<file path="src/core/rop_pkg.sv">
// How it works
// - Decode four consecutive byte addresses from base
// - Write offset 0 loads eight-bit relay latch
// - Read offset 0 returns relay state
// - Read offset 1 returns inputs, channel n bit n
// - Latch bit n drives relay n
// - Set bit energises relay toward make contact
// - Power-on clears latch, relays at break contact
// - Select by matching A9..A2 with switch value
// - Channel 0 edge raises interrupt, rising default
// - Gated mode: channel 4 enables interrupt
`default_nettype none
package rop_pkg;
    localparam int ADDR_W = 10;
    localparam int DATA_W = 8;
    localparam int SEL_W = 8;
    localparam logic [1:0] OFF_RELAY = 2'h0;
    localparam logic [1:0] OFF_INPUT = 2'h1;
    localparam logic [DATA_W-1:0] RELAY_RESET = 8'h00;
    localparam logic [DATA_W-1:0] READ_IDLE = 8'h00;
    localparam int GATE_CH = 4;
    localparam int IRQ_CH = 0;

    // Host bus request, one cycle wide per strobe
    typedef struct packed {
        logic [ADDR_W-1:0] addr;
        logic [DATA_W-1:0] wdata;
        logic wr;
        logic rd;
    } rop_req_t;
endpackage : rop_pkg
`default_nettype wire

</file>
<file path="src/core/rop_port.sv">
`default_nettype none

// Two-flop synchroniser for levels that arrive from outside the clock domain.
// One module serves the input channels, the jumpers and the base switches,
// so every pin crosses the same way and only one circuit needs checking.
module rop_sync #(
    parameter int W = 8 // Width of the bus being synchronised
) (
    input wire logic mclk, // 100 MHz clock
    input wire logic [W-1:0] pinIn, // Asynchronous pin levels
    output logic [W-1:0] pinSync // Levels after two flops
);
    // First stage may go metastable; only the second stage reads it
    logic [W-1:0] meta_q;
    logic [W-1:0] meta_d;

    // Second stage is the only copy the logic may use
    logic [W-1:0] sync_q;
    logic [W-1:0] sync_d;

    // Next values of both stages
    always_comb begin
        meta_d = pinIn;
        sync_d = meta_q;
    end

    // No reset: pin levels flush through within two edges anyway
    always_ff @(posedge mclk) begin
        meta_q <= meta_d;
        sync_q <= sync_d;
    end

    // Synchronised level out
    assign pinSync = sync_q;
endmodule : rop_sync

// Host-side port: relay latch, readback, input read and channel 0 interrupt.
// Requests arrive as one-cycle strobes on the clock, so they need no crossing.
module rop_port (
    input wire logic mclk, // 100 MHz clock
    input wire logic reset, // Sync reset, active high
    input wire rop_pkg::rop_req_t hostReq, // Host strobe, address, data
    input wire logic [rop_pkg::SEL_W-1:0] baseSelectSwitch, // Base A9..A2
    input wire logic [rop_pkg::DATA_W-1:0] isolatedInputChannel, // Input pins
    input wire logic edgeSelectJumper, // 0 rising, 1 falling
    input wire logic gateSelectJumper, // 1 gated by channel 4
    output logic [rop_pkg::DATA_W-1:0] hostRdata, // Read data
    output logic hostRvalid, // Read data valid pulse
    output logic [rop_pkg::DATA_W-1:0] relayDriveBit, // Relay coil drive
    output logic hostIrq // Interrupt pulse
);
    import rop_pkg::*;

    // Synchronised copies of the pins
    logic [DATA_W-1:0] inSync;
    logic [SEL_W-1:0] baseSync;
    logic [1:0] jmpSync;

    // Relay latch state
    logic [DATA_W-1:0] relay_q;
    logic [DATA_W-1:0] relay_d;

    // Read path state
    logic [DATA_W-1:0] rdata_q;
    logic [DATA_W-1:0] rdata_d;
    logic rvalid_q;
    logic rvalid_d;

    // Interrupt state and channel history
    logic [DATA_W-1:0] inPrev_q;
    logic [DATA_W-1:0] inPrev_d;
    logic irq_q;
    logic irq_d;

    // Decode results
    logic hit;
    logic [1:0] offs;
    logic wrRelay;
    logic rdHit;

    // Edge detect terms
    logic edgeRise;
    logic edgeFall;
    logic edgeSeen;
    logic gateOpen;

    // Input channels cross into the clock domain here
    rop_sync #(
        .W(DATA_W)
    ) inSyncU (
        .mclk(mclk),
        .pinIn(isolatedInputChannel),
        .pinSync(inSync)
    );

    // Jumpers: bit 1 gate select, bit 0 edge select
    rop_sync #(
        .W(2)
    ) jmpSyncU (
        .mclk(mclk),
        .pinIn({gateSelectJumper, edgeSelectJumper}),
        .pinSync(jmpSync)
    );

    // Switches are static, but still cross two flops like any other pin.
    // A switch moved while the host is busy may miss one access; harmless.
    rop_sync #(
        .W(SEL_W)
    ) baseSyncU (
        .mclk(mclk),
        .pinIn(baseSelectSwitch),
        .pinSync(baseSync)
    );

    // Address decode ignores A1..A0 so the window spans four bytes
    assign hit = (hostReq.addr[ADDR_W-1:2] == baseSync);
    assign offs = hostReq.addr[1:0];

    // Only offset 0 writes reach the latch; all other writes are dropped
    assign wrRelay = hit && hostReq.wr && (offs == OFF_RELAY);
    assign rdHit = hit && hostReq.rd;

    // Relay latch next value
    always_comb begin
        relay_d = relay_q;
        if (wrRelay) begin
            relay_d = hostReq.wdata;
        end
    end

    // Relay latch register; reset leaves every relay at its break contact
    always_ff @(posedge mclk) begin
        if (reset) begin
            relay_q <= RELAY_RESET;
        end else begin
            relay_q <= relay_d;
        end
    end

    // Read data next value; it holds until the next read, so a slow host
    // may sample it late. A read and a write in one cycle see the old latch.
    always_comb begin
        rdata_d = rdata_q;
        rvalid_d = 1'b0;
        if (rdHit) begin
            rvalid_d = 1'b1;
            case (offs)
                OFF_RELAY: begin
                    rdata_d = relay_q;
                end
                OFF_INPUT: begin
                    rdata_d = inSync;
                end
                default: begin
                    rdata_d = READ_IDLE;
                end
            endcase
        end
    end

    // Read path register
    always_ff @(posedge mclk) begin
        if (reset) begin
            rdata_q <= READ_IDLE;
            rvalid_q <= 1'b0;
        end else begin
            rdata_q <= rdata_d;
            rvalid_q <= rvalid_d;
        end
    end

    // Edge detect on channel 0 against last cycle's synchronised level
    always_comb begin
        edgeRise = inSync[IRQ_CH] & ~inPrev_q[IRQ_CH];
        edgeFall = ~inSync[IRQ_CH] & inPrev_q[IRQ_CH];
    end

    // Edge select, then the optional gate from channel 4.
    // The pulse is one cycle wide; there is no sticky flag to clear.
    always_comb begin
        edgeSeen = jmpSync[0] ? edgeFall : edgeRise;
        gateOpen = ~jmpSync[1] | inSync[GATE_CH];
        irq_d = edgeSeen & gateOpen;
        inPrev_d = inSync;
    end

    // Interrupt register. History loads the live level during reset, so an
    // input held high across reset gives no false edge after release.
    always_ff @(posedge mclk) begin
        if (reset) begin
            irq_q <= 1'b0;
            inPrev_q <= inSync;
        end else begin
            irq_q <= irq_d;
            inPrev_q <= inPrev_d;
        end
    end

    // Outputs straight from flops; bit n high energises relay n
    assign relayDriveBit = relay_q;
    assign hostRdata = rdata_q;
    assign hostRvalid = rvalid_q;
    assign hostIrq = irq_q;
endmodule : rop_port
`default_nettype wire

</file>
<file path="config.mk">
export PLATFORM = sky130hd
export DESIGN_NAME = rop_port
export DESIGN_NICKNAME = d
export VERILOG_FILES = /design/src/core/rop_pkg.sv /design/src/core/rop_port.sv
export SDC_FILE = /design/constraint.sdc
export NUM_CORES = 1
export LEC_CHECK = 0
export ABC_AREA = 1
export BUFFER_PORTS_ARGS = -buffer_cell sky130_fd_sc_hd__buf_4
export CAP_MARGIN = 25
export CORE_MARGIN = 4
export CORE_UTILIZATION = 30
export DETAILED_ROUTE_END_ITERATION = 16
export SLEW_MARGIN = 0
export SYNTH_ARGS = -nofsm -noshare
export SYNTH_HDL_FRONTEND = slang
export SYNTH_SLANG_ARGS = --single-unit
</file>
<file path="constraint.sdc">
create_clock -name mclk -period 1.6 [get_ports mclk]
set_clock_uncertainty 0.15 [all_clocks]
set_input_delay 0.48 -clock mclk [delete_from_list [all_inputs] [get_ports mclk]]
set_output_delay 0.48 -clock mclk [all_outputs]
set_load 0.01 [all_outputs]
</file>
==> flow_summary.json, run 1 <==
{
  "worst_setup_path_start_kind": "primary input",
  "cts_inserted_buffers": 5,
  "slew_viol_final": 0,
  "place_congestion": 0.7432,
  "netlist_instances": 269,
  "io_pins": 58,
  "drcViolationCount": 0,
  "gr-total-overflow": 0,
  "initial_core_utilization_pct": 31.25,
  "worstReg2RegEnd": "relayDriveBit[4]",
  "critical-path-top-delay-family": "simple AND/OR/NAND/NOR gates",
  "fin_crit_sh_pct": 90.02,
  "required_ps": 1690,
  "ys_seq_area_share_pct": 54.56,
  "finalHoldViolations": 0,
  "min_period_ps": 1440,
  "cts_num_sinks": 55,
  "timing.critical_path.buf_inv": 2,
  "post_drt_via_cell_ratio": 3.871,
  "max_freq_mhz": 694.3,
  "first_pass_grt_wire_length_mm": 6.796,
  "cts_buffer_depth": 2,
  "cts_tree": "built",
  "synth.ff_latch_count": 55,
  "mappedNetlistNets": 309,
  "yosysUniqueCellTypes": 17,
  "combined_area_of_all_synthesized_cells_sq_um": 2018,
  "worstPathCellList": "buf_4 > or2_1 > nor2_8 > nand3_4 > nand2_1 > inv_1 > nor2_1",
  "setup-violations-final": 0,
  "delay_contributed_by_the_slowest_stage_of_the_critical_path_ps": 360,
  "holdPathEnd": "jmpSyncU.meta_q[0]",
  "area_delta_synth_final_pct": 32.98,
  "htree_levels": 2,
  "vdd_drop_max_v": 0.0004493,
  "share_of_post_route_cells_with_drive_strength_above_1_pct": 23.88,
  "pnr_worst_setup_slack_ps": 159.7,
  "post_placement_cell_count": 404,
  "clock_tree.root_cell": "sky130_fd_sc_hd__clkbuf_8",
  "timing_worst_setup_path_type": "in -> reg",
  "antennaDiodeCount": 0,
  "port_buffers": 57,
  "fp.dieArea_sq_um": 8104,
  "outcome": "finished clean",
  "reg2reg_setup_slack_ps": 180,
  "hold_path_depth": 1,
  "hold_path_class": "in -> reg",
  "insertion_delay_ps": 300,
  "endpoint_kind": "flip-flop",
  "worst_pin_slew_ps": 376.8,
  "num_vias": 1595,
  "maximum_number_of_pins_on_one_net_before_global_route_repair": 17,
  "floorplan_row_count": 29,
  "worst_path_max_delay_cell": "sky130_fd_sc_hd__or2_1",
  "critPathArrivalTime_ps": 1530,
  "launch_instance_of_the_worst_min_delay_path": "edgeSelectJumper",
  "route.detailed.wl_per_inst_um": 9.648,
  "vias_in_the_first_global_route": 1579,
  "die-width_um": 90.02,
  "first_pass_iters": 4,
  "cap_violations": 0,
  "coreArea_sq_um": 6459,
  "die_outline_height_um": 90.02,
  "grt_use_total_pct": 10.30,
  "cellPowerDensity_nw_per_um2": 959.3,
  "cts.clk_slew.worst_paths_ps": 100,
  "dr_iter_0_viols": 65,
  "fin_cells": 412,
  "drtAntennaViolNets": 0,
  "layout.core_utilization_pct": 41.55,
  "antenna_found_initial": 0,
  "route.final.wire_length_mm": 3.975,
  "post_synth.cell_area_avg_sq_um": 7.503,
  "rsz0062_at_grt": "false",
  "synth_warnings": 0,
  "slew-limit-headroom_pct": 74.88,
  "p_leak_nw": 1.412,
  "rr_worst_depth": 10,
  "setup_tns_ps": 0,
  "nets": 374,
  "dp_worst_setup_slack_ps": -151.6,
  "hold_buffer_count_at_cts": 0,
  "startpoint": "hostReq[11]",
  "regToRegStartpoint": "baseSyncU.pinSync[5]",
  "worst-path-max-fanout": 9,
  "hpwl_detailed_mm": 3.132
}
==> placed cells by master, fill, tap and decap left out, types with 5 or more instances in the layout <==
| cell type | instances |
|---|---|
| sky130_fd_sc_hd__nor2_2 | 5 |
| sky130_fd_sc_hd__nor2_1 | 20 |
| sky130_fd_sc_hd__clkbuf_8 | 6 |
| sky130_fd_sc_hd__o21ai_1 | 8 |
| sky130_fd_sc_hd__nand3_1 | 24 |
| sky130_fd_sc_hd__dfxtp_1 | 54 |
| sky130_fd_sc_hd__inv_1 | 73 |
| sky130_fd_sc_hd__buf_4 | 62 |
| sky130_fd_sc_hd__nand2_1 | 72 |
==> report_power, final <==
| group | switching (mW) | internal [mW] |
|---|---|---|
| clock network | 0.424 | 0.507 |
| logic | 0.0979 | 0.109 |
| registers | 0.0171 | 1.42 |
| total | 0.539 | 2.04 |
==> metal layers <==
metal	routed length, um	GRT usage [%]
met1	1917	12.44
met2	1826	17.36
met3	151	2.170
met4	79	4.974
met5	0	0
==> flip-flops by register name, summed over array words and instances (netlist names) <==
name,flops
baseSyncU.pinSync,8
hostRdata,8
inSyncU.meta_q,8
relayDriveBit,8
inSyncU.pinSync,8
hostIrq,1
hostRvalid,1
baseSyncU.meta_q,8
jmpSyncU.pinSync,2
inPrev_q,1
jmpSyncU.meta_q,2
==> repair_timing <==
action | CTS | global route
setup buffers | 0 | 0
endpoints found under the setup margin | 0 | 6
resized for setup | 0 | 2
==> synthesized netlist by cell type <==
cell | instances | area, sq um
sky130_fd_sc_hd__nor2_2 | 4 | 25.02
sky130_fd_sc_hd__buf_4 | 1 | 7.510
sky130_fd_sc_hd__nand3_1 | 24 | 120.1
sky130_fd_sc_hd__nand3_2 | 1 | 10.01
sky130_fd_sc_hd__nand3_4 | 1 | 17.52
sky130_fd_sc_hd__dfxtp_1 | 55 | 1101
sky130_fd_sc_hd__nand2_1 | 72 | 270.3
sky130_fd_sc_hd__clkbuf_1 | 2 | 7.510
sky130_fd_sc_hd__nor2_8 | 1 | 20.02
sky130_fd_sc_hd__or2_1 | 1 | 6.260
sky130_fd_sc_hd__o21ai_1 | 8 | 40.04
sky130_fd_sc_hd__o221ai_1 | 1 | 8.760
sky130_fd_sc_hd__a21oi_1 | 1 | 5.000
sky130_fd_sc_hd__nor2_1 | 21 | 78.83
sky130_fd_sc_hd__inv_1 | 73 | 274.0
sky130_fd_sc_hd__buf_6 | 2 | 22.52
sky130_fd_sc_hd__clkinv_1 | 1 | 3.750
==> final cells by class <==
| cell class | instances | area, sq um |
|---|---|---|
| Sequential cell | 55 | 1102 |
| Fill cell | 681 | 3775 |
| Clock inverter | 2 | 35.03 |
| Timing Repair Buffer | 63 | 485.5 |
| Multi-Input combinational cell | 135 | 604.3 |
| Inverter | 74 | 277.8 |
| Clock buffer | 6 | 82.58 |
| Tap cell | 77 | 96.34 |
==> stage by stage <==
step / total power [mW] / area, sq um / hold slack [ps]
global placement: 1.672 / 2562 / 160.8
floorplan: 1.571 / 2018 / 159.6
detailed placement: 1.679 / 2562 / 162.1
global route: 2.702 / 2684 / 97.26
CTS: 2.609 / 2680 / 108.1
finish: 2.575 / 2684 / 120.3
==> worst max-delay path by stage <==
stage	end	slack, ps	cells past startpoint
after floorplan	relayDriveBit[7]	20	8
after global placement	relayDriveBit[6]	-120	7
after detailed placement	relayDriveBit[0]	-150	7
after CTS	relayDriveBit[4]	120	10
after global routing	hostRdata[3]	7	10
final	relayDriveBit[3]	160	7
==> cells by family after synthesis <==
group,after synthesis,share of synthesized area [%]
and+or+nand+nor,125,27.16
buffers and inverters,79,15.62
AOI/OAI and AO/OA,10,2.666
DFF,55,54.56
==> worst register-to-register path, delay by kind of cell (launching register included) <==
family | cells | cell delay [ps]
buffers and inverters | 2 | 200
flip-flops | 1 | 350
AND/OR/NAND/NOR | 8 | 620
(Power assumes the default switching activity.)
==> run 2: changes to the inputs <==
--- a/config.mk
+++ b/config.mk
@@ -5,12 +5,13 @@
 export SDC_FILE = /design/constraint.sdc
 export NUM_CORES = 1
 export LEC_CHECK = 0
-export ABC_AREA = 1
 export BUFFER_PORTS_ARGS = -buffer_cell sky130_fd_sc_hd__buf_4
 export CAP_MARGIN = 25
+export CORE_ASPECT_RATIO = 0.6
 export CORE_MARGIN = 4
 export CORE_UTILIZATION = 30
 export DETAILED_ROUTE_END_ITERATION = 16
+export SETUP_SLACK_MARGIN = 0.4
 export SLEW_MARGIN = 0
 export SYNTH_ARGS = -nofsm -noshare
 export SYNTH_HDL_FRONTEND = slang
==> flow_summary.json, run 2 <==
{
  "coreArea_sq_um": 5623,
  "drcViolationCount": 0,
  "multi_input_gate_area_in_the_final_layout_sq_um": 802.0,
  "post_drt_via_cell_ratio": 4.221,
  "maximum_number_of_pins_on_one_net_before_global_route_repair": 27,
  "launch_instance_of_the_worst_min_delay_path": "baseSelectSwitch[7]",
  "min_period_ps": 1448,
  "insertion_delay_ps": 300,
  "netlist_instances": 147,
  "yosysTopAreaCellShare_pct": 62.37,
  "worstReg2RegEnd": "hostRdata[3]",
  "hpwl_detailed_mm": 2.838,
  "antenna_found_initial": 0,
  "synthMuxAreaShare_pct": 9.072,
  "share_of_post_route_cells_with_drive_strength_above_1_pct": 57.27,
  "hold_path_depth": 1,
  "route.detailed.wl_per_inst_um": 12.64,
  "required_ps": 1630,
  "post_synth.cell_area_avg_sq_um": 12.01,
  "outcome": "finished clean",
  "combined_area_of_all_synthesized_cells_sq_um": 1765,
  "cts_inserted_buffers": 5,
  "cts_tree": "built",
  "async_flop_share_pct": 0,
  "clock_tree.root_cell": "sky130_fd_sc_hd__clkbuf_8",
  "fin_crit_sh_pct": 90.52,
  "fraction_of_the_mapped_netlist_area_in_simple_logic_gates_pct": 15.80,
  "route.final.wire_length_mm": 3.879,
  "dp_worst_setup_slack_ps": -146.5,
  "mappedNetlistNets": 187,
  "num_vias": 1296,
  "pnr_worst_setup_slack_ps": 151.6,
  "drtAntennaViolNets": 0,
  "cellPowerDensity_nw_per_um2": 911.7,
  "critPathArrivalTime_ps": 1480,
  "endpoint_kind": "flip-flop",
  "first_pass_iters": 4,
  "vdd_drop_max_v": 0.0003918,
  "layout.area.seq_sq_um": 1134,
  "worst_setup_path_start_kind": "flip-flop",
  "place_congestion": 0.7471,
  "hold_buffer_count_at_cts": 0,
  "synth.area.top_cells": "sky130_fd_sc_hd__dfxtp_1, sky130_fd_sc_hd__mux2i_1, sky130_fd_sc_hd__nand2b_1",
  "floorplan_row_count": 21,
  "slew_viol_final": 0,
  "finalHoldViolations": 0,
  "cts.clk_slew.worst_paths_ps": 90,
  "worst_pin_slew_ps": 244.7,
  "synth_edf_count": 0,
  "mostFrequentLayoutCells": "sky130_fd_sc_hd__buf_4, sky130_fd_sc_hd__dfxtp_1, sky130_fd_sc_hd__dfxtp_2, sky130_fd_sc_hd__buf_6",
  "yosysUniqueCellTypes": 24,
  "synth_warnings": 0,
  "post_synth_fa_ha_maj_area_fraction_pct": 0,
  "largest_family_of_logic_cells_by_synthesized_area": "simple AND/OR/NAND/NOR gates",
  "reg2reg_setup_slack_ps": 150,
  "post-synth-top-count-cell": "sky130_fd_sc_hd__dfxtp_1",
  "ys_seq_area_share_pct": 62.37,
  "io_pins": 58,
  "power.total_mw": 2.578,
  "area_delta_synth_final_pct": 60.17,
  "cap_violations": 0,
  "first_pass_grt_wire_length_mm": 6.113,
  "gr-total-overflow": 0,
  "nets": 267,
  "timing_worst_setup_path_type": "reg -> reg",
  "worst-path-max-fanout": 6,
  "p_leak_nw": 1.180,
  "regToRegStartpoint": "baseSyncU.pinSync[5]",
  "layout.core_utilization_pct": 50.29,
  "rsz0062_at_grt": "true",
  "grt_use_total_pct": 11.26,
  "holdPathEnd": "baseSyncU.meta_q[7]",
  "fp.dieArea_sq_um": 7216,
  "dr_iter_0_viols": 42,
  "htree_levels": 2,
  "vias_in_the_first_global_route": 1285,
  "cts_buffer_depth": 2,
  "die-width_um": 107.0,
  "synth_area_leader_cell": "sky130_fd_sc_hd__dfxtp_1",
  "hold_path_class": "in -> reg",
  "cts_num_sinks": 55,
  "slew-limit-headroom_pct": 83.68,
  "synth.ff_latch_count": 55,
  "cell_types_with_the_highest_counts_after_synthesis": "sky130_fd_sc_hd__dfxtp_1, sky130_fd_sc_hd__mux2i_1, sky130_fd_sc_hd__nand2b_1",
  "ys_dominant_reg_cell": "sky130_fd_sc_hd__dfxtp_1",
  "antennaDiodeCount": 0,
  "nFillCells": 528,
  "xor_and_xnor_area_share_after_synthesis_pct": 4.394,
  "max_freq_mhz": 690.4,
  "layout_commonest_cell": "sky130_fd_sc_hd__buf_4",
  "die_outline_height_um": 67.42,
  "setup-violations-final": 0,
  "initial_core_utilization_pct": 31.40,
  "port_buffers": 57,
  "share_of_the_synthesized_area_in_compound_gates_ao_oa_aoi_oai_pct": 6.166,
  "rr_worst_depth": 5
}
run 2: metrics by stage:
step	TNS, ps	std cells	area (sq um)	hold slack, ps
floorplan	-467.5	147	1943	159.6
global placement	-1451	285	2497	160.2
detailed placement	-1745	285	2497	162.1
CTS	0	298	2750	109.8
global route	0	307	2828	104.6
finish	0	307	2828	124.1
run 2: worst max-delay path, cell delays in order, from the launching register on:
cell and delay, ps:
sky130_fd_sc_hd__dfxtp_2 350, sky130_fd_sc_hd__xnor2_4 170, sky130_fd_sc_hd__nand4_4 170, sky130_fd_sc_hd__buf_6 180, sky130_fd_sc_hd__o31ai_1 230, sky130_fd_sc_hd__a21oi_1 90
run 2: final cells by class:
cell class / instances / area share [%]
multi-input cells: 83 / 28.36
repair buffers: 80 / 24.07
flip-flops and latches: 55 / 40.09
clock buffers: 6 / 2.566
inverters: 2 / 0.3097
well taps: 80 / 3.540
clock inverters: 1 / 1.062
run 2: cells by family after synthesis:
group,count (synthesis)
multiplexers,16
flip-flops,55
XOR/XNOR,8
AND/OR/NAND/NOR,42
AO/OA/AOI/OAI,17
buffers and inverters,9
run 2: worst max-delay path by stage:
| stage | from | endpoint | slack (ps) | cells past startpoint |
|---|---|---|---|---|
| 6_report | baseSyncU.pinSync[5] | hostRdata[3] | 150 | 5 |
| 5_1_grt | baseSyncU.pinSync[4] | hostRdata[4] | 60 | 5 |
| 4_1_cts | baseSyncU.pinSync[4] | relayDriveBit[0] | 120 | 5 |
| 3_5_place_dp | hostReq[17] | hostRdata[3] | -150 | 6 |
| 3_3_place_gp | hostReq[19] | hostRdata[7] | -110 | 6 |
| 2_1_floorplan | hostReq[14] | relayDriveBit[0] | -60 | 4 |
run 2: where the power goes:
group | internal, mW | switching (mW)
logic | 0.158 | 0.104
registers | 1.42 | 0.0241
clock network | 0.459 | 0.412
run 2: repair_timing:
item | CTS | global route
buffers inserted | 6 | 9
endpoints found under the setup margin | 36 | 36
gates resized for setup | 44 | 3
endpoints found under the hold margin | 0 | 0
pin swaps | 1 | 9
run 2: routing by layer:
layer,track usage [%],vias up,part of all wire [%]
met5,0,-,0
met4,5.263,0,1.6
met3,4.011,8,5.7
met2,15.65,34,43
met1,15.52,589,49
li1,-,665,-
==> run 3: changes to the inputs <==
--- a/config.mk
+++ b/config.mk
@@ -11,7 +11,7 @@
 export CORE_MARGIN = 4
 export CORE_UTILIZATION = 30
 export DETAILED_ROUTE_END_ITERATION = 16
-export SETUP_SLACK_MARGIN = 0.4
+export SETUP_SLACK_MARGIN = 0.15
 export SLEW_MARGIN = 0
 export SYNTH_ARGS = -nofsm -noshare
 export SYNTH_HDL_FRONTEND = slang
==> flow_summary.json, run 3 (same netlist as run 2, synthesis figures left out) <==
{
  "max_freq_mhz": 681.5,
  "worst_pin_slew_ps": 244.7,
  "floorplan_row_count": 21,
  "cap_violations": 0,
  "min_period_ps": 1467,
  "layout.core_utilization_pct": 47.33,
  "place_congestion": 0.7677,
  "vdd_drop_max_v": 0.0006515,
  "cts.clk_slew.worst_paths_ps": 90,
  "regToRegStartpoint": "baseSyncU.pinSync[4]",
  "nets": 252,
  "finalHoldViolations": 0,
  "cts_buffer_depth": 2,
  "first_pass_iters": 4,
  "outcome": "finished clean",
  "timing_worst_setup_path_type": "reg -> reg",
  "gr-total-overflow": 0,
  "insertion_delay_ps": 300,
  "io_pins": 58,
  "initial_core_utilization_pct": 31.40,
  "hold_buffer_count_at_cts": 0,
  "die_outline_height_um": 67.42,
  "rr_worst_depth": 5,
  "reg2reg_setup_slack_ps": 130,
  "p_leak_nw": 1.095,
  "vias_in_the_first_global_route": 1203,
  "rsz0062_at_grt": "true",
  "post_drt_via_cell_ratio": 4.273,
  "slew-limit-headroom_pct": 83.68,
  "drcViolationCount": 0,
  "hold_path_class": "in -> reg",
  "post-cts-setup-buffer-count": 0,
  "htree_levels": 2,
  "post_placement_cell_count": 285,
  "worst-path-max-fanout": 4,
  "worst_setup_path_start_kind": "flip-flop",
  "holdPathEnd": "inSyncU.meta_q[0]",
  "slew_viol_final": 0,
  "num_vias": 1252,
  "endpoint_kind": "flip-flop",
  "drtAntennaViolNets": 0,
  "coreArea_sq_um": 5623,
  "fin_crit_sh_pct": 91.71,
  "antennaDiodeCount": 0,
  "antenna_found_initial": 0,
  "power.total_mw": 2.617,
  "postLayoutCellArea_sq_um": 2661,
  "maximum_number_of_pins_on_one_net_before_global_route_repair": 27,
  "fin_cells": 293,
  "cts_tree": "built",
  "critPathArrivalTime_ps": 1500,
  "route.final.wire_length_mm": 3.727,
  "setup_tns_ps": 0,
  "area_delta_synth_final_pct": 50.74,
  "post_dp_cell_area_sq_um": 2454,
  "dr_iter_0_viols": 36,
  "cellPowerDensity_nw_per_um2": 983.4,
  "first_pass_grt_wire_length_mm": 5.809,
  "layout_commonest_cell": "sky130_fd_sc_hd__buf_4",
  "share_of_post_route_cells_with_drive_strength_above_1_pct": 52.58,
  "cts_num_sinks": 55,
  "setup-violations-final": 0,
  "port_buffers": 57,
  "fp.dieArea_sq_um": 7216,
  "worstReg2RegEnd": "hostRdata[4]",
  "hpwl_detailed_mm": 2.815,
  "die-width_um": 107.0,
  "launch_instance_of_the_worst_min_delay_path": "isolatedInputChannel[0]",
  "route.detailed.wl_per_inst_um": 12.72,
  "hold_path_depth": 1,
  "required_ps": 1640,
  "grt_use_total_pct": 10.55,
  "cts_inserted_buffers": 5,
  "clock_tree.root_cell": "sky130_fd_sc_hd__clkbuf_8",
  "mostFrequentLayoutCells": "sky130_fd_sc_hd__buf_4, sky130_fd_sc_hd__dfxtp_1, sky130_fd_sc_hd__dfxtp_2, sky130_fd_sc_hd__nand2b_1, sky130_fd_sc_hd__mux2i_1"
}
==> run 3: area by class of cell <==
class                      count  area (sq um)
fill                         527          2962
sequential                    55          1124
tap                           80         100.1
multi-input combinational     83         807.0
inverter                       2         8.758
clock inverter                 2         35.03
clock buffer                   6         82.58
timing repair buffer          65         504.2
==> run 3: layer usage <==
metal	GRT usage, %	vias up	share of wire, %
met5	0	-	0
met4	3.509	0	0.75
met3	4.202	4	6.0
met2	15.50	35	43
met1	14.17	575	50
li1	-	638	-
==> run 3: metrics by stage <==
stage / hold slack (ps) / worst slack (ps)
after CTS: 112.1 / 126.2
after global placement: 160.7 / -165.1
after global routing: 101.6 / 28.50
final: 125.9 / 132.6
after detailed placement: 162.1 / -164.8
after floorplan: 159.6 / -58.44
==> run 3: power by group <==
group	total [mW]	internal (mW)	switching [mW]
registers	1.44	1.42	0.0226
logic	0.248	0.143	0.104
clock network	0.926	0.506	0.420
==> run 3: repair_timing <==
item	in CTS	in global routing
setup endpoints to repair	22	23
gates cloned	0	0
pin swaps	6	2
resized for setup	12	17
==> run 3: critical path, stage by stage (launching register included) <==
cell and delay, ps:
sky130_fd_sc_hd__dfxtp_2 350, sky130_fd_sc_hd__xnor2_4 180, sky130_fd_sc_hd__nand4_4 160, sky130_fd_sc_hd__buf_4 200, sky130_fd_sc_hd__o31ai_2 220, sky130_fd_sc_hd__a21oi_1 90
==> run 3: worst max path at each step <==
stage | startpoint | end | depth (start not counted)
after floorplan | hostReq[14] | relayDriveBit[0] | 4
after global placement | hostReq[15] | hostRdata[0] | 6
after detailed placement | hostReq[17] | hostRdata[5] | 6
after CTS | baseSyncU.pinSync[6] | hostRdata[7] | 5
after global routing | baseSyncU.pinSync[1] | relayDriveBit[6] | 5
final | baseSyncU.pinSync[4] | hostRdata[4] | 5
